`src/design/pbs_map.svh`:
```
`ifndef PBS_MAP_SVH
`define PBS_MAP_SVH
// ==========================================
// register offsets
`define PBS_REG_ID_HI 16'h0002
`define PBS_REG_ID_LO 16'h0003
`define PBS_REG_CTL 16'h0010
`define PBS_REG_STAT 16'h0011
`define PBS_REG_ADV 16'h0012
`define PBS_REG_ABIL 16'h0013
`define PBS_C45_DEVAD 5'h1F
// ==========================================
// field positions
`define PBS_CTL_PD 0
`define PBS_CTL_AN_EN 12
`define PBS_CTL_SRST 15
`define PBS_STAT_RDY 0
`define PBS_STAT_PD 1
`define PBS_ADV_ABL 0
`define PBS_ADV_REQ 1
`define PBS_ADV_MST 2
`define PBS_ADV_FORCED_MASTER_CFG 3
`define PBS_ABIL_CAP 0
`define PBS_ABIL_IF_LSB 1
`define PBS_ABIL_CONV 3
// ==========================================
// interface codes
`define PBS_IF_RMII 2'h0
`define PBS_IF_RGMII 2'h1
`define PBS_IF_RSVD 2'h2
`define PBS_IF_MII 2'h3
// ==========================================
// timing
`define PBS_CLK_NS 40
`define PBS_STARTUP_NS 10000
`define PBS_STARTUP_CYC ((`PBS_STARTUP_NS + `PBS_CLK_NS - 1) / `PBS_CLK_NS)
`define PBS_SETTLE_CYC 3
`define PBS_PREAMBLE 32
`endif

```
`src/design/pbs_pkg.sv`:
```
package pbs_pkg;
    typedef enum logic [1:0] {BOOT_SETTLE, BOOT_START, BOOT_PD, BOOT_RUN}
        pbs_boot_e;
    typedef enum logic [1:0] {MD_PRE, MD_HDR, MD_TA, MD_DATA} pbs_mdio_e;
    typedef struct packed {
        logic pd;
        logic role;
        logic low_only;
        logic if_hi;
        logic if_lo;
        logic conv;
    } pbs_strap_s;
    typedef struct packed {
        logic wr;
        logic c45;
        logic [4:0] dev;
        logic [15:0] addr;
        logic [15:0] wdata;
    } pbs_req_s;
    typedef struct packed {
        logic pd;
        logic rdy;
        logic an_en;
        logic an_start;
        logic adv_abl;
        logic adv_req;
        logic adv_mst;
        logic forced_master_cfg;
        logic [1:0] host_if;
        logic conv;
        logic lvl_hi;
    } pbs_out_s;
endpackage

```
`src/design/pbs_mdio_slave.sv`:
```
`timescale 1ns/1ps
`include "pbs_map.svh"
module pbs_mdio_slave #(
    parameter logic [4:0] PHY_ADDR = 5'h00
)(
    input wire logic clk_i,
    input wire logic rst_i,
    input wire logic mdc_i,
    input wire logic mdio_i,
    input wire logic [15:0] rdata_i,
    output pbs_pkg::pbs_req_s req_o,
    output logic req_valid_o,
    output logic mdio_o,
    output logic mdio_oe_o
);
    logic mdc_s1_ff, mdc_s2_ff, mdc_s3_ff, dio_s1_ff, dio_s2_ff;
    pbs_pkg::pbs_mdio_e st_ff, nxt_st;
    logic [4:0] cnt_ff, nxt_cnt;
    logic [5:0] ones_ff, nxt_ones;
    logic [15:0] sr_ff, nxt_sr, a45_ff, nxt_a45;
    logic [1:0] op_ff, nxt_op;
    logic go_ff, nxt_go, rd_ff, nxt_rd, vld_ff, nxt_vld;
    logic o_ff, nxt_o, oe_ff, nxt_oe;
    pbs_pkg::pbs_req_s req_ff, nxt_req;
    logic edge_w, bit_w;
    logic [12:0] hdr_w;
    assign edge_w = mdc_s2_ff & ~mdc_s3_ff;
    assign bit_w = dio_s2_ff;
    assign hdr_w = {sr_ff[11:0], bit_w};
    // ==========================================
    // frame decode
    always_comb begin
        nxt_st = st_ff;
        nxt_cnt = cnt_ff;
        nxt_ones = ones_ff;
        nxt_sr = sr_ff;
        nxt_a45 = a45_ff;
        nxt_op = op_ff;
        nxt_go = go_ff;
        nxt_rd = rd_ff;
        nxt_o = o_ff;
        nxt_oe = oe_ff;
        nxt_req = req_ff;
        nxt_vld = 1'b0;
        if (edge_w) begin
            unique case (st_ff)
                pbs_pkg::MD_PRE: begin
                    nxt_ones = 6'h00;
                    if (bit_w && ones_ff != 6'(`PBS_PREAMBLE))
                        nxt_ones = ones_ff + 6'h01;
                    else if (bit_w)
                        nxt_ones = ones_ff;
                    else if (ones_ff == 6'(`PBS_PREAMBLE)) begin
                        nxt_st = pbs_pkg::MD_HDR;
                        nxt_cnt = 5'h0C;
                    end
                end
                pbs_pkg::MD_HDR: begin
                    nxt_sr = {sr_ff[14:0], bit_w};
                    nxt_cnt = cnt_ff - 5'h01;
                    if (cnt_ff == 5'h00) begin
                        nxt_op = hdr_w[11:10];
                        nxt_req.c45 = ~hdr_w[12];
                        nxt_req.dev = hdr_w[4:0];
                        nxt_req.addr = hdr_w[12] ? {11'h000, hdr_w[4:0]}
                            : a45_ff;
                        nxt_go = hdr_w[9:5] == PHY_ADDR && (hdr_w[12]
                            || hdr_w[4:0] == `PBS_C45_DEVAD); // [RULE_08]
                        nxt_rd = hdr_w[12] ? hdr_w[11:10] == 2'h2
                            : hdr_w[11];
                        nxt_st = pbs_pkg::MD_TA;
                        nxt_cnt = 5'h01;
                    end
                end
                pbs_pkg::MD_TA: begin
                    nxt_cnt = cnt_ff - 5'h01;
                    if (go_ff && rd_ff) begin
                        nxt_oe = 1'b1;
                        nxt_o = cnt_ff == 5'h00 ? rdata_i[15] : 1'b0;
                        nxt_sr = {rdata_i[14:0], 1'b0};
                    end
                    if (cnt_ff == 5'h00) begin
                        nxt_st = pbs_pkg::MD_DATA;
                        nxt_cnt = 5'h0F;
                    end
                end
                pbs_pkg::MD_DATA: begin
                    nxt_cnt = cnt_ff - 5'h01;
                    nxt_o = sr_ff[15];
                    nxt_sr = rd_ff ? {sr_ff[14:0], 1'b0}
                        : {sr_ff[14:0], bit_w};
                    if (cnt_ff == 5'h00) begin
                        nxt_oe = 1'b0;
                        nxt_st = pbs_pkg::MD_PRE;
                        nxt_ones = 6'h00;
                        if (go_ff && req_ff.c45 && op_ff == 2'h0)
                            nxt_a45 = {sr_ff[14:0], bit_w};
                        else if (go_ff && !rd_ff) begin
                            nxt_vld = 1'b1;
                            nxt_req.wr = 1'b1;
                            nxt_req.wdata = {sr_ff[14:0], bit_w};
                        end
                        if (go_ff && req_ff.c45 && op_ff == 2'h2)
                            nxt_a45 = a45_ff + 16'h0001;
                    end
                end
            endcase
        end
    end
    always_ff @(posedge clk_i) begin
        if (rst_i) begin
            {mdc_s1_ff, mdc_s2_ff, mdc_s3_ff} <= 3'h0;
            {dio_s1_ff, dio_s2_ff} <= 2'h3;
            st_ff <= pbs_pkg::MD_PRE;
            cnt_ff <= 5'h00;
            ones_ff <= 6'h00;
            sr_ff <= 16'h0000;
            a45_ff <= 16'h0000;
            op_ff <= 2'h0;
            {go_ff, rd_ff, vld_ff, o_ff, oe_ff} <= 5'h00;
            req_ff <= '0;
        end else begin
            mdc_s1_ff <= mdc_i;
            mdc_s2_ff <= mdc_s1_ff;
            mdc_s3_ff <= mdc_s2_ff;
            dio_s1_ff <= mdio_i;
            dio_s2_ff <= dio_s1_ff;
            st_ff <= nxt_st;
            cnt_ff <= nxt_cnt;
            ones_ff <= nxt_ones;
            sr_ff <= nxt_sr;
            a45_ff <= nxt_a45;
            op_ff <= nxt_op;
            {go_ff, rd_ff, vld_ff} <= {nxt_go, nxt_rd, nxt_vld};
            {o_ff, oe_ff} <= {nxt_o, nxt_oe};
            req_ff <= nxt_req;
        end
    end
    assign req_o = req_ff;
    assign req_valid_o = vld_ff;
    assign mdio_o = o_ff;
    assign mdio_oe_o = oe_ff;
    chk_oe_window: assert property ( // [RULE_08]
        @(posedge clk_i) disable iff (rst_i)
        oe_ff |-> (st_ff == pbs_pkg::MD_TA || st_ff == pbs_pkg::MD_DATA))
        else $error("mdio driven outside turnaround or data");
endmodule

```
`src/design/pbs_strap_cfg.sv`:
```
`timescale 1ns/1ps
`include "pbs_map.svh"
// Functional notes
// (RULE_01) strap powerdown holds until software clears
// (RULE_02) unmanaged board holds powerdown strap high
// (RULE_03) role strap picks advertised role preference
// (RULE_04) floating level strap enables both levels
// (RULE_05) interface straps select host interface type
// (RULE_06) converter strap works only with RMII
// (RULE_07) autonegotiation starts only after leaving powerdown
// (RULE_08) identifier at 0x2/0x3, both frame types
// (RULE_09) identifier nonzero only after start-up completes
// (RULE_10) identifier words carry oui, model, revision
// (RULE_11) ready flag set when start-up done
// (RULE_12) powerdown status shows current powerdown state
// (RULE_13) autonegotiation enabled out of every reset
// (RULE_14) read-only capability bit from inverted level strap
// (RULE_15) advertise-high only accepted when capable
// (RULE_16) request bit advertises high or low preference
// (RULE_17) advertise-high clear forces low level result
// (RULE_18) powerdown control reloads from strap each reset
// (RULE_19) role strap defaults advertised and forced master
// (RULE_20) strap codes 00 RMII 01 RGMII 11 MII
// (RULE_21) level strap high blocks high-level writes
// (RULE_22) straps captured once at reset release
module pbs_strap_cfg #(
    parameter logic [15:0] ID_OUI_HI = 16'h1A2B, // arbitrary value
    parameter logic [5:0] ID_OUI_LO = 6'h15, // arbitrary value
    parameter logic [5:0] ID_MODEL = 6'h0C, // arbitrary value
    parameter logic [3:0] ID_REV = 4'h3, // arbitrary value
    parameter logic [4:0] PHY_ADDR = 5'h00
)(
    input wire logic clk_i,
    input wire logic rst_i,
    input wire logic mdc_i,
    input wire logic mdio_i,
    output logic mdio_o,
    output logic mdio_oe_o,
    input wire logic powerdown_strap_i,
    input wire logic role_pref_strap_i,
    input wire logic low_level_only_strap_i,
    input wire logic host_if_strap_lo_i,
    input wire logic host_if_strap_hi_i,
    input wire logic converter_strap_i,
    input wire logic an_done_i,
    input wire logic lp_high_level_ability_i,
    input wire logic lp_high_level_request_i,
    output logic soft_powerdown_state_o,
    output logic system_ready_flag_o,
    output logic an_enable_o,
    output logic an_start_o,
    output logic adv_high_level_ability_o,
    output logic adv_high_level_request_o,
    output logic adv_master_pref_o,
    output logic forced_master_cfg_o,
    output logic [1:0] host_if_sel_o,
    output logic converter_en_o,
    output logic tx_level_high_o
);
    // ==========================================
    // declarations
    pbs_pkg::pbs_strap_s pin_w, s1_ff, s2_ff, cap_ff, nxt_cap;
    pbs_pkg::pbs_boot_e boot_ff, nxt_boot;
    pbs_pkg::pbs_req_s req_w;
    pbs_pkg::pbs_out_s out_ff, nxt_out;
    logic [8:0] cnt_ff, nxt_cnt;
    logic rdy_ff, nxt_rdy;
    logic pd_ctl_ff, nxt_pd_ctl;
    logic an_en_ff, nxt_an_en;
    logic cap_hi_ff, nxt_cap_hi;
    logic abl_ff, nxt_abl, req_hi_ff, nxt_req_hi;
    logic mst_ff, nxt_mst, forced_master_cfg_ff, nxt_forced_master_cfg;
    logic req_vld_w, capture_w, srst_w;
    logic [15:0] rdata_w;

    // ==========================================
    // register address decode
    function automatic logic reg_hit(input pbs_pkg::pbs_req_s r,
                                     input logic [15:0] a);
        reg_hit = (!r.c45 || r.dev == `PBS_C45_DEVAD) && r.addr == a;
    endfunction

    // ==========================================
    // management frame engine
    pbs_mdio_slave #(
        .PHY_ADDR(PHY_ADDR)
    ) u_mdio (
        .clk_i(clk_i),
        .rst_i(rst_i),
        .mdc_i(mdc_i),
        .mdio_i(mdio_i),
        .rdata_i(rdata_w),
        .req_o(req_w),
        .req_valid_o(req_vld_w),
        .mdio_o(mdio_o),
        .mdio_oe_o(mdio_oe_o)
    );

    // ==========================================
    // strap pin synchroniser
    assign pin_w = '{pd: powerdown_strap_i, role: role_pref_strap_i,
                     low_only: low_level_only_strap_i,
                     if_hi: host_if_strap_hi_i,
                     if_lo: host_if_strap_lo_i,
                     conv: converter_strap_i};
    always_ff @(posedge clk_i) begin
        if (rst_i) begin
            s1_ff <= '0;
            s2_ff <= '0;
        end else begin
            s1_ff <= pin_w;
            s2_ff <= s1_ff;
        end
    end

    // ==========================================
    // register read mux
    always_comb begin
        rdata_w = 16'h0000;
        if (rdy_ff) begin
            if (reg_hit(req_w, `PBS_REG_ID_HI))
                rdata_w = ID_OUI_HI; // [RULE_08] [RULE_10]
            else if (reg_hit(req_w, `PBS_REG_ID_LO))
                rdata_w = {ID_OUI_LO, ID_MODEL, ID_REV}; // [RULE_10]
            else if (reg_hit(req_w, `PBS_REG_CTL)) begin
                rdata_w[`PBS_CTL_PD] = pd_ctl_ff;
                rdata_w[`PBS_CTL_AN_EN] = an_en_ff;
            end else if (reg_hit(req_w, `PBS_REG_ADV)) begin
                rdata_w[`PBS_ADV_ABL] = abl_ff;
                rdata_w[`PBS_ADV_REQ] = req_hi_ff;
                rdata_w[`PBS_ADV_MST] = mst_ff;
                rdata_w[`PBS_ADV_FORCED_MASTER_CFG] = forced_master_cfg_ff;
            end else if (reg_hit(req_w, `PBS_REG_ABIL)) begin
                rdata_w[`PBS_ABIL_CAP] = cap_hi_ff; // [RULE_14]
                rdata_w[`PBS_ABIL_IF_LSB +: 2] = {cap_ff.if_hi,
                                                  cap_ff.if_lo};
                rdata_w[`PBS_ABIL_CONV] = out_ff.conv;
            end
        end
        if (reg_hit(req_w, `PBS_REG_STAT)) begin
            rdata_w[`PBS_STAT_RDY] = rdy_ff; // [RULE_11]
            rdata_w[`PBS_STAT_PD] = boot_ff == pbs_pkg::BOOT_PD; // [RULE_12]
        end
    end

    // ==========================================
    // soft reset write decode and strap capture strobe
    assign srst_w = req_vld_w && rdy_ff && reg_hit(req_w, `PBS_REG_CTL)
        && req_w.wdata[`PBS_CTL_SRST];
    assign capture_w = boot_ff == pbs_pkg::BOOT_SETTLE
        && cnt_ff == 9'(`PBS_SETTLE_CYC - 1);

    // ==========================================
    // start-up sequencer and control bits
    always_comb begin
        nxt_boot = boot_ff;
        nxt_cnt = cnt_ff;
        nxt_rdy = rdy_ff;
        nxt_cap = cap_ff;
        nxt_pd_ctl = pd_ctl_ff;
        nxt_an_en = an_en_ff;
        nxt_cap_hi = cap_hi_ff;
        nxt_abl = abl_ff;
        nxt_req_hi = req_hi_ff;
        nxt_mst = mst_ff;
        nxt_forced_master_cfg = forced_master_cfg_ff;
        if (req_vld_w && rdy_ff && !srst_w) begin
            if (reg_hit(req_w, `PBS_REG_CTL)) begin
                nxt_pd_ctl = req_w.wdata[`PBS_CTL_PD]; // [RULE_18]
                nxt_an_en = req_w.wdata[`PBS_CTL_AN_EN];
            end
            if (reg_hit(req_w, `PBS_REG_ADV)) begin
                nxt_abl = req_w.wdata[`PBS_ADV_ABL]
                    & cap_hi_ff; // [RULE_15] [RULE_21]
                nxt_req_hi = req_w.wdata[`PBS_ADV_REQ] & cap_hi_ff;
                nxt_mst = req_w.wdata[`PBS_ADV_MST];
                nxt_forced_master_cfg = req_w.wdata[`PBS_ADV_FORCED_MASTER_CFG];
            end
        end
        unique case (boot_ff)
            pbs_pkg::BOOT_SETTLE: begin
                nxt_cnt = cnt_ff + 9'h001;
                if (capture_w) begin
                    nxt_cap = s2_ff; // [RULE_22]
                    nxt_pd_ctl = ~s2_ff.pd; // [RULE_01] [RULE_18]
                    nxt_mst = s2_ff.role; // [RULE_03] [RULE_19]
                    nxt_forced_master_cfg = s2_ff.role; // [RULE_19]
                    nxt_cap_hi = ~s2_ff.low_only; // [RULE_04] [RULE_14]
                    nxt_abl = ~s2_ff.low_only; // [RULE_04]
                    nxt_req_hi = 1'b0;
                    nxt_an_en = 1'b1; // [RULE_13]
                    nxt_boot = pbs_pkg::BOOT_START;
                    nxt_cnt = 9'h000;
                end
            end
            pbs_pkg::BOOT_START: begin
                nxt_cnt = cnt_ff + 9'h001;
                if (cnt_ff == 9'(`PBS_STARTUP_CYC - 1)) begin
                    nxt_rdy = 1'b1; // [RULE_09] [RULE_11]
                    nxt_boot = pd_ctl_ff ? pbs_pkg::BOOT_PD
                        : pbs_pkg::BOOT_RUN;
                end
            end
            pbs_pkg::BOOT_PD: begin
                if (!pd_ctl_ff)
                    nxt_boot = pbs_pkg::BOOT_RUN; // [RULE_01] [RULE_07]
            end
            pbs_pkg::BOOT_RUN: begin
                if (pd_ctl_ff)
                    nxt_boot = pbs_pkg::BOOT_PD;
            end
        endcase
        if (srst_w) begin
            nxt_boot = pbs_pkg::BOOT_SETTLE; // [RULE_18] [RULE_22]
            nxt_cnt = 9'h000;
            nxt_rdy = 1'b0;
        end
    end

    always_ff @(posedge clk_i) begin
        if (rst_i) begin
            boot_ff <= pbs_pkg::BOOT_SETTLE;
            cnt_ff <= 9'h000;
            rdy_ff <= 1'b0;
            cap_ff <= '0;
            pd_ctl_ff <= 1'b1;
            an_en_ff <= 1'b1;
            cap_hi_ff <= 1'b0;
            abl_ff <= 1'b0;
            req_hi_ff <= 1'b0;
            mst_ff <= 1'b0;
            forced_master_cfg_ff <= 1'b0;
        end else begin
            boot_ff <= nxt_boot;
            cnt_ff <= nxt_cnt;
            rdy_ff <= nxt_rdy;
            cap_ff <= nxt_cap;
            pd_ctl_ff <= nxt_pd_ctl;
            an_en_ff <= nxt_an_en;
            cap_hi_ff <= nxt_cap_hi;
            abl_ff <= nxt_abl;
            req_hi_ff <= nxt_req_hi;
            mst_ff <= nxt_mst;
            forced_master_cfg_ff <= nxt_forced_master_cfg;
        end
    end

    // ==========================================
    // output stage
    always_comb begin
        nxt_out = '0;
        nxt_out.pd = boot_ff == pbs_pkg::BOOT_PD; // [RULE_12]
        nxt_out.rdy = rdy_ff;
        nxt_out.an_en = boot_ff == pbs_pkg::BOOT_RUN
            && an_en_ff; // [RULE_07]
        nxt_out.an_start = nxt_out.an_en && !out_ff.an_en; // [RULE_07]
        nxt_out.adv_abl = abl_ff;
        nxt_out.adv_req = req_hi_ff; // [RULE_16]
        nxt_out.adv_mst = mst_ff; // [RULE_03]
        nxt_out.forced_master_cfg = forced_master_cfg_ff;
        nxt_out.host_if = {cap_ff.if_hi, cap_ff.if_lo}; // [RULE_05] [RULE_20]
        nxt_out.conv = cap_ff.conv && {cap_ff.if_hi, cap_ff.if_lo}
            == `PBS_IF_RMII; // [RULE_06]
        nxt_out.lvl_hi = an_done_i && abl_ff && lp_high_level_ability_i
            && (req_hi_ff || lp_high_level_request_i); // [RULE_16] [RULE_17]
    end

    always_ff @(posedge clk_i) begin
        if (rst_i)
            out_ff <= '0;
        else
            out_ff <= nxt_out;
    end

    assign soft_powerdown_state_o = out_ff.pd;
    assign system_ready_flag_o = out_ff.rdy;
    assign an_enable_o = out_ff.an_en;
    assign an_start_o = out_ff.an_start;
    assign adv_high_level_ability_o = out_ff.adv_abl;
    assign adv_high_level_request_o = out_ff.adv_req;
    assign adv_master_pref_o = out_ff.adv_mst;
    assign forced_master_cfg_o = out_ff.forced_master_cfg;
    assign host_if_sel_o = out_ff.host_if;
    assign converter_en_o = out_ff.conv;
    assign tx_level_high_o = out_ff.lvl_hi;

    // ==========================================
    // checks
    chk_pd_hold_off: assert property ( // [RULE_01]
        @(posedge clk_i) disable iff (rst_i)
        (boot_ff == pbs_pkg::BOOT_PD && pd_ctl_ff && !srst_w)
        |=> boot_ff == pbs_pkg::BOOT_PD ##1 !an_enable_o)
        else $error("powerdown left while control still set");
    chk_an_after_wake: assert property ( // [RULE_07]
        @(posedge clk_i) disable iff (rst_i)
        (boot_ff == pbs_pkg::BOOT_PD && !pd_ctl_ff && an_en_ff)
        |=> ##1 an_start_o && an_enable_o)
        else $error("autonegotiation not started after wake");
    chk_role_default: assert property ( // [RULE_19]
        @(posedge clk_i) disable iff (rst_i)
        capture_w |=> mst_ff == cap_ff.role
        && forced_master_cfg_ff == cap_ff.role && an_en_ff)
        else $error("role or autoneg defaults not loaded");
    chk_pd_default: assert property ( // [RULE_18]
        @(posedge clk_i) disable iff (rst_i)
        capture_w |=> pd_ctl_ff == ~cap_ff.pd)
        else $error("powerdown control not loaded from strap");
    chk_abl_gate: assert property ( // [RULE_15]
        @(posedge clk_i) disable iff (rst_i)
        !cap_hi_ff |-> !abl_ff && !req_hi_ff)
        else $error("high level advertised without ability");
    chk_cap_strap: assert property ( // [RULE_14]
        @(posedge clk_i) disable iff (rst_i)
        capture_w |=> cap_hi_ff == !cap_ff.low_only)
        else $error("ability bit not inverse of level strap");
    chk_id_early: assert property ( // [RULE_09]
        @(posedge clk_i) disable iff (rst_i)
        (!rdy_ff && !reg_hit(req_w, `PBS_REG_STAT)) |-> rdata_w == 16'h0000)
        else $error("register contents visible before start-up");
    chk_ready_time: assert property ( // [RULE_11]
        @(posedge clk_i) disable iff (rst_i)
        $rose(boot_ff == pbs_pkg::BOOT_START)
        |-> !rdy_ff [*8])
        else $error("ready flag set during start-up");
    chk_conv_rmii: assert property ( // [RULE_06]
        @(posedge clk_i) disable iff (rst_i)
        converter_en_o |-> host_if_sel_o == `PBS_IF_RMII)
        else $error("converter enabled outside RMII");
    chk_level_low: assert property ( // [RULE_17]
        @(posedge clk_i) disable iff (rst_i)
        !adv_high_level_ability_o |-> !tx_level_high_o)
        else $error("high level resolved without ability");
    chk_strap_hold: assert property ( // [RULE_22]
        @(posedge clk_i) disable iff (rst_i)
        (boot_ff != pbs_pkg::BOOT_SETTLE) |=> $stable(cap_ff)
        || $past(srst_w))
        else $error("captured straps changed outside reset");
    chk_start_pulse: assert property ( // [RULE_07]
        @(posedge clk_i) disable iff (rst_i)
        an_start_o |-> an_enable_o && !$past(an_enable_o))
        else $error("autonegotiation start without rising enable");
    chk_an_not_pd: assert property ( // [RULE_07]
        @(posedge clk_i) disable iff (rst_i)
        an_enable_o |-> !soft_powerdown_state_o)
        else $error("autonegotiation enabled in powerdown");
endmodule

```
`config.mk`:
```
export PLATFORM = sky130hd
export DESIGN_NAME = pbs_strap_cfg
export DESIGN_NICKNAME = d
export VERILOG_FILES = /design/src/design/pbs_pkg.sv /design/src/design/pbs_mdio_slave.sv /design/src/design/pbs_strap_cfg.sv
export VERILOG_INCLUDE_DIRS = /design/src /design/src/design
export SDC_FILE = /design/constraint.sdc
export NUM_CORES = 1
export LEC_CHECK = 0
export BUFFER_PORTS_ARGS = -buffer_cell sky130_fd_sc_hd__buf_2
export CAP_MARGIN = 20
export CORE_ASPECT_RATIO = 1.2
export CORE_MARGIN = 2
export CORE_UTILIZATION = 65
export CTS_CLUSTER_DIAMETER = 200
export DETAILED_ROUTE_END_ITERATION = 12
export PLACE_DENSITY_LB_ADDON = 0.08
export SYNTH_ARGS = -nofsm -noshare
export SYNTH_HDL_FRONTEND = slang
export SYNTH_SLANG_ARGS = --single-unit
```
`constraint.sdc`:
```
create_clock -name clk_i -period 6.1 [get_ports clk_i]
set_clock_uncertainty 0.1 [all_clocks]
set_input_delay 0.915 -clock clk_i [delete_from_list [all_inputs] [get_ports clk_i]]
set_output_delay 0.915 -clock clk_i [all_outputs]
set_load 0.01 [all_outputs]
```
## Word level (Yosys, flattened, before mapping)

Index checks and enable logic that the tools add are counted.
W data, S select, Z words.

| operators by class | value |
|---|---|
| muxes and demuxes | 74 |
| bitwise gates (word level) | 11 |
| equality and inequality tests | 32 |
| reductions and logical operators | 56 |
| add/sub/neg operators | 4 |

Operators by type and width:

| kind | number |
|---|---|
| $eq A16 B5 Y1 const B | 4 |
| $mux W16 | 4 |
| $pmux W16 S3 | 1 |
| $mux W1 | 34 |
| $eq A16 B2 Y1 const B | 2 |
| $mux W15 | 2 |
| $mux W5 | 5 |
| $logic_and A1 B1 Y1 | 24 |
| $mux W2 | 12 |
| $pmux W5 S4 | 1 |
| $reduce_and A4 Y1 | 5 |
| $mux W6 | 3 |
| $pmux W9 S2 | 1 |
| $add A16 B1 Y16 const B | 1 |
| $pmux W2 S4 | 2 |
| $eq A2 B2 Y1 const B | 6 |
| $mux W4 | 3 |
| $ne A2 B2 Y1 const B | 6 |
| $pmux W6 S2 | 1 |
| $eq A5 B5 Y1 const B | 2 |
| $logic_not A5 Y1 | 2 |
| $ne A2 B1 Y1 const B | 5 |
| $add A9 B1 Y9 const B | 1 |
| $eq A9 B2 Y1 const B | 1 |
| 24 further kinds | 49 |

| storage, ports and cells | value |
|---|---|
| output and inout bits | 14 |
| word-level logic and storage cells | 233 |
| register bits | 141 |

## Logic depth before layout (Yosys ltp)

Gate-level depths: netlist of the first run.

| depth | value |
|---|---|
| word-level depth | 12 |
| mapped depth | 9 |

## By module

Synthesis of the first run repeated with hierarchy kept, for this count alone.

| unflattened totals | value |
|---|---|
| cells, all modules | 741 |
| area total of the unflattened synthesis | 6462.4 µm² |

Modules (own cells, without submodules):

| module | cells each | area an instance (µm²) | times used |
|---|---|---|---|
| pbs_mdio_slave | 523 | 4444.3 | 1 |
| pbs_strap_cfg | 218 | 2018.2 | 1 |

## Worst setup path before layout of the first run

Ideal clock, no wire load.

| timing | value |
|---|---|
| path kind | flip-flop to flip-flop |
| start point | reg u_mdio.cnt_ff[0] |
| end point | reg u_mdio.a45_ff[0] |
| buffers on the path | 1 |
| setup slack | 4.020 ns |
| arrival | 1.906 ns |
| stages on the path, launching flop included | 9 |
| data required time | 5.926 ns |
| cells stage by stage | dfxtp_1 > inv_1 > ha_1 > nor4b_4 > nand4_2 > or2_1 > buf_6 > or3_1 > a31oi_1 |

| between the ends | value |
|---|---|
| longest elaborated chain between the ends | 2 |

RTL lines:

| what | line | text |
|---|---|---|
| start, declared | pbs_mdio_slave.sv:18 | `logic [4:0] cnt_ff, nxt_cnt;` |
| start signal, assigned | pbs_mdio_slave.sv:129 | `cnt_ff <= nxt_cnt;` |
| $logic_not A5 Y1 | pbs_mdio_slave.sv:92 | `if (cnt_ff == 5'h00) begin` |
| $reduce_and A4 Y1 (no line) | -- |  |
| end signal, assigned | pbs_mdio_slave.sv:132 | `a45_ff <= nxt_a45;` |
| end, declared | pbs_mdio_slave.sv:20 | `logic [15:0] sr_ff, nxt_sr, a45_ff, nxt_a45;` |

Every way passes these cells.
A chain may end at the register's enable or synchronous reset.

## Worst setup path after layout of the first run

| timing | value |
|---|---|
| start point | reg u_mdio.cnt_ff[1] |
| end point | reg u_mdio.req_ff, in the netlist u_mdio.req_o[27] |

| between the ends | value |
|---|---|
| longest elaborated chain between the ends | 2 |

RTL lines:

| what | line | text |
|---|---|---|
| $logic_not A5 Y1 | pbs_mdio_slave.sv:61 | `if (cnt_ff == 5'h00) begin` |
| $reduce_and A3 Y1 (no line) | -- |  |
| end signal, assigned | pbs_mdio_slave.sv:136 | `req_ff <= nxt_req;` |
| end, declared | pbs_mdio_slave.sv:24 | `pbs_pkg::pbs_req_s req_ff, nxt_req;` |

Every way passes these cells.

==> results of run 1 <==
-- flip-flops by register name, summed over array words and instances (netlist names), 2 cells and up --
| name | cells |
|---|---|
| u_mdio.st_ff | 2 |
| boot_ff | 2 |
| u_mdio.sr_ff | 16 |
| u_mdio.req_o | 28 |
| u_mdio.a45_ff | 16 |
| cap_ff | 3 |
| u_mdio.cnt_ff | 5 |
| s1_ff | 6 |
| u_mdio.ones_ff | 6 |
| cnt_ff | 9 |
| s2_ff | 6 |
| u_mdio.op_ff | 2 |
| host_if_sel_o | 2 |
-- final cells by class --
| class | count | share of cell area (%) |
|---|---|---|
| clock inverter | 13 | 1.72 |
| sequential | 131 | 40.4 |
| tap | 117 | 2.26 |
| clock buffer | 19 | 6.65 |
| multi-input combinational | 501 | 45.7 |
| timing repair buffer | 28 | 2.24 |
| inverter | 18 | 1.04 |
-- layer usage --
metal / track usage [%] / wire length [microns] / share of wire, % / vias to the layer above
met2: 45.9 / 6250 / 48 / 150
met5: 0 / 0 / 0 / -
met3: 6.02 / 770 / 6.0 / 26
li1: - / - / - / 2456
met4: 11.8 / 210 / 1.6 / 0
met1: 36.1 / 5700 / 44 / 2337
-- synth_stat cells (7+ instances only) --
| cell type | number |
|---|---|
| dfxtp_1 | 131 |
| nand2_1 | 93 |
| a21oi_1 | 65 |
| nor2_1 | 57 |
| o21ai_0 | 37 |
| clkbuf_1 | 33 |
| nand3_1 | 27 |
| nor2b_1 | 25 |
| mux2i_1 | 21 |
| inv_1 | 18 |
| a211oi_1 | 16 |
| nand4_1 | 13 |
| ha_1 | 12 |
| nor3_1 | 12 |
| nand3b_1 | 11 |
| a31oi_1 | 10 |
| nor4_1 | 8 |
| xnor2_1 | 8 |
| o31ai_1 | 7 |
| or3_1 | 7 |
-- cell families after synthesis --
kind of cell	Yosys count	share of synthesized area [%]
AOI/OAI and AO/OA	164	17.1
xor gates and xnor gates	12	1.80
adders and majority gates	12	2.57
buffers and inverters	61	4.20
DFF	131	44.9
muxes	21	3.60
and+or+nand+nor	292	25.8
-- through the flow --
stage               hold WS (ps)  cells  setup slack, ps  cell area [sq um]
floorplan                    289    693             4020               5830
global placement             312    795             3450               5950
detailed placement           311    795             3420               5950
CTS                          319    827             3390               6490
global route                 330    827             3120               6490
finish                       316    827             3330               6490
-- where the power goes --
group	internal (mW)	total, mW	switching (mW)	leakage, nW
combinational	0.0264	0.0683	0.0420	0.934
clock	0.548	0.921	0.373	0.248
sequential	0.875	0.892	0.0164	1.06
-- worst max-delay path by stage --
stage                                        startpoint                        endpoint  slack, ps  cells after the start
final                     u_mdio.cnt_ff[1]$_SDFFE_PP0P_   u_mdio.req_o[27]$_SDFFE_PP0P_       3330                      6
after global placement                            rst_i  u_mdio.ones_ff[5]$_SDFFE_PP0P_       3450                      4
after detailed placement                          rst_i  u_mdio.ones_ff[5]$_SDFFE_PP0P_       3420                      4
after global routing      u_mdio.cnt_ff[1]$_SDFFE_PP0P_       u_mdio.go_ff$_SDFFE_PP0P_       3120                      7
after CTS                 u_mdio.cnt_ff[1]$_SDFFE_PP0P_   u_mdio.req_o[30]$_SDFFE_PP0P_       3390                      6
after floorplan           u_mdio.cnt_ff[0]$_SDFFE_PP0P_   u_mdio.a45_ff[0]$_SDFFE_PP0P_       4020                      8
==> results_dict.tcl, run 1 <==
set metrics [dict create \
    ios 27 \
    worstMarginPinSlew_ps 940 \
    num_rows 37 \
    drc_errors 0 \
    cts_tree "built" \
    first_pass_iters 5 \
    power.density_nw_per_um2 290 \
    crit_slowest_cell "nand3_1" \
    first_global_vias 4617 \
    r2r_start "u_mdio.cnt_ff[1]$_SDFFE_PP0P_" \
    synth_seq_area_share_pct 44.9 \
    max_stage_delay_ps 790 \
    rr_worst_depth 6 \
    synth_seq_cells 131 \
    final_cell_mix "131 x dfxtp_1, 93 x nand2_1, 65 x a21oi_1" \
    crit_arrival_ps 3110 \
    setup.worst_path.class "reg -> reg" \
    routedWlPerCell_microns 15.6 \
    cts_root_buffer "clkbuf_8" \
    synthCells 693 \
    max_freq_mhz 361 \
    crit_buf_inv 1 \
    drive_gt1_share_pct 10.3 \
    grt_max_degree 62 \
    place_hpwl_microns 8650 \
    syn2layout_area_growth_pct 11.3 \
    slew_violations 0 \
    clock-sinks 131 \
    rsz0062_at_grt "no" \
    cts.hold.buffers_added 0 \
    routabilityCongestion 0.899 \
    hp-start "an_enable_o$_SDFF_PP0_" \
    clk_path_buf_depth 2 \
    ys_types 66 \
    grt.total_usage_pct 28.0 \
    setup_tns_ps 0 \
    start_util_pct 67.4 \
    synth_top_area_share_pct 44.9 \
    register_area_sq_um 2620 \
    ant_nets 0 \
    dieWidth_microns 90.5 \
    multi_input_area_sq_um 2970 \
    antennaDiodeCount 0 \
    r2r_setup_slack_ps 3330 \
    period_share_pct 45.4 \
    path_clk_slew_ps 60 \
    status "completed" \
    clock_latency_ps 520 \
    total_power_mw 1.88 \
    end_kind "flop" \
    holdPathEnd "an_start_o$_SDFF_PP0_" \
    syn_area_sq_um 5830 \
    finalHoldViolCount 0 \
    cts_buffers 17 \
    yosys_warnings 0 \
    peakVddDrop_v 0.000216 \
    rr_endpoint "u_mdio.req_o[27]$_SDFFE_PP0P_" \
    start_kind "flop" \
    dieHeight_microns 108 \
    synth.largest_area_cell "dfxtp_1" \
    min_path_cells 1 \
    portBuffers 26 \
    cp.required_ps 6440 \
    grt.overflow.total 0 \
    p_leak_nw 2.24 \
    antenna_found_initial 0 \
    crit_chain "inv_1 > ha_1 > nor4b_4 > nand3_1 > or3_1 > a21oi_1" \
    max-cap-violations 0 \
    finalNetCount 722 \
    synth-edff-count 0 \
    crit_fanout 23 \
    final_common_cell "dfxtp_1" \
    postLayoutCoreUtil_pct 75.0 \
    cts_setup_buffers 0 \
    core_sq_um 8660 \
    fillers 664 \
    via_count 4969 \
    cts_htree_levels 4 \
    hp-class "reg -> reg" \
    grt_first_pass_wirelength_microns 22000 \
    period_needed_ps 2770 \
    routed_wirelength_microns 12900 \
    syn_area_per_cell_sq_um 8.42 \
    viasPerCell 6.01 \
    ys.flop_type "dfxtp_1" \
    drtIter0Drc 457 \
    setup_viol 0 \
    synthTopCellsByArea "dfxtp_1 45%, nand2_1 6.0%, a21oi_1 5.6%" \
    relSlewSlack_pct 37.2 \
    cpLargestDelayFamily "simple AND/OR/NAND/NOR gates" \
    synth_fp_nets 718 \
    post_cts_resized 0 \
    postSynth.asyncResetShare_pct 0 \
    fp.dieArea_sq_um 9750 \
]
No activity file was read; power rests on OpenSTA's default activity.
==> run 2, diff against run 1 <==
- CORE_UTILIZATION: 65 -> 61
- clock period: 6.1 -> 2.8 ns (I/O delays scaled with it)
==> results_dict.tcl, run 2 (synthesized netlist as in run 1, its figures left out) <==
set metrics [dict create \
    status "completed" \
    place_hpwl_microns 9120 \
    syn2layout_area_growth_pct 12.7 \
    fillers 747 \
    dieHeight_microns 111 \
    crit_slowest_cell "nor4_1" \
    period_share_pct 85.7 \
    first_global_vias 5003 \
    power.density_nw_per_um2 636 \
    routabilityCongestion 0.866 \
    largest_reg_flops 28 \
    finalNetCount 728 \
    register_area_sq_um 2620 \
    max_stage_delay_ps 640 \
    dieWidth_microns 93.3 \
    place_area_sq_um 6010 \
    finalNonFillerCells 839 \
    multi_input_area_sq_um 2970 \
    drive_gt1_share_pct 11.2 \
    p_leak_nw 2.29 \
    cts.hold.buffers_added 0 \
    cts_setup_buffers 0 \
    peakVddDrop_v 0.000428 \
    ios 27 \
    clk_path_buf_depth 2 \
    clock-sinks 131 \
    cts_tree "built" \
    drtIter0Drc 310 \
    end_kind "flop" \
    crit_buf_inv 0 \
    fp.dieArea_sq_um 10400 \
    slew_violations 0 \
    crit_fanout 5 \
    viasPerCell 6.08 \
    cts_buffers 17 \
    period_needed_ps 2400 \
    max_freq_mhz 417 \
    cpLargestDelayFamily "simple AND/OR/NAND/NOR gates" \
    max-cap-violations 0 \
    path_clk_slew_ps 60 \
    via_count 5104 \
    final_common_cell "dfxtp_1" \
    clock_latency_ps 420 \
    finalHoldViolCount 0 \
    grt_first_pass_wirelength_microns 23700 \
    drc_errors 0 \
    crit_chain "nor4_1 > nand4_1 > nor4_2 > a31oi_1 > a21oi_1" \
    ant_nets 0 \
    setup_viol 0 \
    worstMarginPinSlew_ps 954 \
    hp-class "in -> reg" \
    routedWlPerCell_microns 16.5 \
    final_area_sq_um 6570 \
    first_pass_iters 5 \
    rsz0062_at_grt "no" \
    fin_ws_ps 401 \
    routed_wirelength_microns 13800 \
    core_sq_um 9420 \
    grt.overflow.total 0 \
    antenna_found_initial 0 \
    num_rows 39 \
    start_util_pct 62.0 \
    setup.worst_path.class "reg -> reg" \
    grt_max_degree 82 \
    cp.required_ps 3050 \
    cts_htree_levels 4 \
    r2r_setup_slack_ps 400 \
    pre_cts_slack_ps 471 \
    post_cts_resized 0 \
    crit_arrival_ps 2650 \
    grt.total_usage_pct 28.3 \
    place_inst 807 \
    antennaDiodeCount 0 \
    setup_tns_ps 0 \
    start_kind "flop" \
    relSlewSlack_pct 36.3 \
    final_cell_mix "131 x dfxtp_1, 93 x nand2_1, 65 x a21oi_1" \
    cts_root_buffer "clkbuf_16" \
    portBuffers 26 \
]
[run 2: routing by layer]
| layer | vias up | global-route usage, % | part of all wire (%) |
|---|---|---|---|
| li1 | 2471 | - | - |
| met1 | 2438 | 34.9 | 41 |
| met2 | 161 | 47.0 | 51 |
| met3 | 34 | 5.98 | 5.3 |
| met4 | 0 | 12.5 | 2.7 |
| met5 | - | 0 | 0 |
[run 2: cell type report]
cell class	instances	area share (%)
clock inverters	14	1.83
inverters	18	1.03
well taps	123	2.34
clock buffers	18	6.68
multi-input cells	501	45.1
repair buffers	34	3.08
flip-flops and latches	131	39.9
[run 2: worst paths after layout]
| path | start | cells after the start | end |
|---|---|---|---|
| min reg2reg | u_mdio.dio_s1_ff$_SDFF_PP1_ | 1 | u_mdio.bit_w$_SDFF_PP1_ |
| max | u_mdio.req_o[22]$_SDFFE_PP0P_ | 5 | u_mdio.sr_ff[11]$_SDFFE_PP0P_ |
| min | mdio_i | 2 | u_mdio.dio_s1_ff$_SDFF_PP1_ |
| max reg2reg | u_mdio.req_o[22]$_SDFFE_PP0P_ | 5 | u_mdio.sr_ff[11]$_SDFFE_PP0P_ |
[run 2: where the power goes]
group	switching [mW]	internal [mW]	leakage, nW
Clock	0.898	1.18	0.263
Combinational	0.0953	0.0636	0.968
Sequential	0.0370	1.91	1.06
Total	1.03	3.15	2.29
[run 2: stage by stage]
step / total power, mW / util [%] / hold slack [ps]
after global placement: 2.13 / 63.9 / 291
after CTS: 4.20 / 69.8 / 74.9
after global routing: 4.32 / 69.8 / 75.3
final: 4.18 / 69.8 / 81.0
after detailed placement: 2.14 / 63.9 / 300
after floorplan: 2.09 / - / 289
[run 2: worst reg2reg max path: cells and delay by family, from the launching register on]
family	cells	cell delay (ps)
AOI/OAI and AO/OA	2	430
DFF	1	310
and+or+nand+nor	3	1510
==> run 3, diff against run 2 <==
- CORE_UTILIZATION: 61 -> 25
- SYNTH_HIERARCHICAL: default -> 1
==> results_dict.tcl, run 3 <==
set metrics [dict create \
    dieWidth_microns 147 \
    route.met2.wl_microns 8580 \
    core_sq_um 24000 \
    hp-class "in -> reg" \
    grt.overflow.total 0 \
    cts_root_buffer "clkbuf_16" \
    hp-start "mdio_i" \
    routabilityCongestion 0.808 \
    cts.hold.buffers_added 0 \
    ios 27 \
    holdPathEnd "u_mdio/dio_s1_ff$_SDFF_PP1_" \
    setup.worst_path.class "reg -> reg" \
    period_share_pct 88.6 \
    period_needed_ps 2480 \
    rsz0062_at_grt "no" \
    antennaDiodeCount 0 \
    post_cts_resized 0 \
    first_pass_iters 4 \
    final_common_cell "dfxtp_1" \
    start_util_pct 25.4 \
    grt_max_degree 58 \
    worstMarginPinSlew_ps 651 \
    drc_errors 0 \
    yosys_warnings 6 \
    fp.dieArea_sq_um 25700 \
    m1WireLength_microns 7630 \
    setup_viol 0 \
    crit_fanout 6 \
    portBuffers 26 \
    wl_met3_microns 338 \
    clock-sinks 131 \
    rr_worst_depth 6 \
    largest_reg_flops 28 \
    viasPerCell 4.85 \
    clock_latency_ps 420 \
    cts_htree_levels 4 \
    grt.total_usage_pct 13.5 \
    p_leak_nw 2.38 \
    syn2layout_area_growth_pct 17.5 \
    first_global_vias 5086 \
    rr_endpoint "u_mdio/sr_ff[15]$_SDFFE_PP0P_" \
    crit_arrival_ps 2700 \
    finalHoldViolCount 0 \
    clk_path_buf_depth 2 \
    via_count 5141 \
    r2r_setup_slack_ps 320 \
    cts_tree "built" \
    antenna_found_initial 0 \
    routedWlPerCell_microns 16.0 \
    peakVddDrop_v 0.000348 \
    start_kind "flop" \
    end_kind "flop" \
    max-cap-violations 0 \
    holdWs_ps 89.9 \
    synthCells 708 \
    routed.top_layer "met4" \
    cts_buffers 17 \
    dieHeight_microns 175 \
    setup_tns_ps 0 \
    power.density_nw_per_um2 607 \
    routed_wirelength_microns 16900 \
    syn_area_sq_um 6100 \
    drive_gt1_share_pct 13.5 \
    cts_setup_buffers 0 \
    syn_area_per_cell_sq_um 8.61 \
    relSlewSlack_pct 56.6 \
    drtIter0Drc 214 \
    ant_nets 0 \
    final_cell_mix "131 x dfxtp_1, 75 x nand2_1, 63 x nor2_1" \
    max_freq_mhz 403 \
    cp.required_ps 3020 \
    grt_first_pass_wirelength_microns 27500 \
    slew_violations 0 \
    status "completed" \
    num_rows 62 \
    finalNetCount 751 \
    min_path_cells 2 \
    r2r_start "u_mdio/req_o[25]$_SDFFE_PP0P_" \
    path_clk_slew_ps 60 \
    place_hpwl_microns 11900 \
]
==> run 3: cell count changes in the layout (fill, tap and decap cells not counted), sizes merged, moves of 10 or more <==
cell / change
nor3: +13
a21oi: -10
o21ai: -17
nand2: -18
a211oi: +12
a22oi: +18
==> run 3: worst max-delay path by stage <==
stage,depth (start not counted),end,from,slack (ps)
floorplan,7,u_mdio/a45_ff[7]$_SDFFE_PP0P_,u_mdio/cnt_ff[0]$_SDFFE_PP0P_,570
global placement,7,u_mdio/a45_ff[5]$_SDFFE_PP0P_,u_mdio/cnt_ff[0]$_SDFFE_PP0P_,410
finish,6,u_mdio/sr_ff[15]$_SDFFE_PP0P_,u_mdio/req_o[25]$_SDFFE_PP0P_,320
CTS,6,u_mdio/sr_ff[15]$_SDFFE_PP0P_,u_mdio/req_o[25]$_SDFFE_PP0P_,310
global route,6,u_mdio/sr_ff[11]$_SDFFE_PP0P_,u_mdio/req_o[25]$_SDFFE_PP0P_,140
detailed placement,6,u_mdio/sr_ff[15]$_SDFFE_PP0P_,u_mdio/req_o[25]$_SDFFE_PP0P_,330
==> run 3: power by group <==
part / switching [mW] / internal [mW] / total [mW]
sequential: 0.0346 / 1.91 / 1.94
combinational: 0.105 / 0.0711 / 0.176
clock: 0.968 / 1.27 / 2.23
total: 1.11 / 3.24 / 4.35
==> run 3: per-stage QoR <==
stage / instance area, sq um / power, mW / worst slack (ps) / utilization [%] / cells
global placement: 6580 / 2.16 / 414 / 27.4 / 1027
finish: 7170 / 4.35 / 320 / 29.9 / 1059
detailed placement: 6580 / 2.16 / 334 / 27.4 / 1027
global route: 7170 / 4.54 / 136 / 29.9 / 1059
CTS: 7170 / 4.43 / 315 / 29.9 / 1059
floorplan: 6110 / 2.10 / 569 / - / 711
==> run 3: worst max-delay path, cell delays in order (launching register included) <==
cell and delay [ps]:
dfxtp_1 340, nor4_1 370, and4_2 340, nand3_1 220, nor3_1 560, a22oi_1 180, a211oi_1 280
==> run 3: layer usage <==
layer  vias to the layer above  GRT usage (%)
li1                       2591              -
met1                      2471           16.1
met2                        63           23.9
met3                        16           2.82
met4                         0           5.30
met5                         -              0
==> run 3: layout make-up <==
class | instances | area, sq um
Fill cell | 2567 | 16800
Multi-Input combinational cell | 516 | 3220
Sequential cell | 131 | 2620
Clock buffer | 17 | 425
Tap cell | 320 | 400
Timing Repair Buffer | 43 | 273
Clock inverter | 15 | 163
Inverter | 17 | 63.8
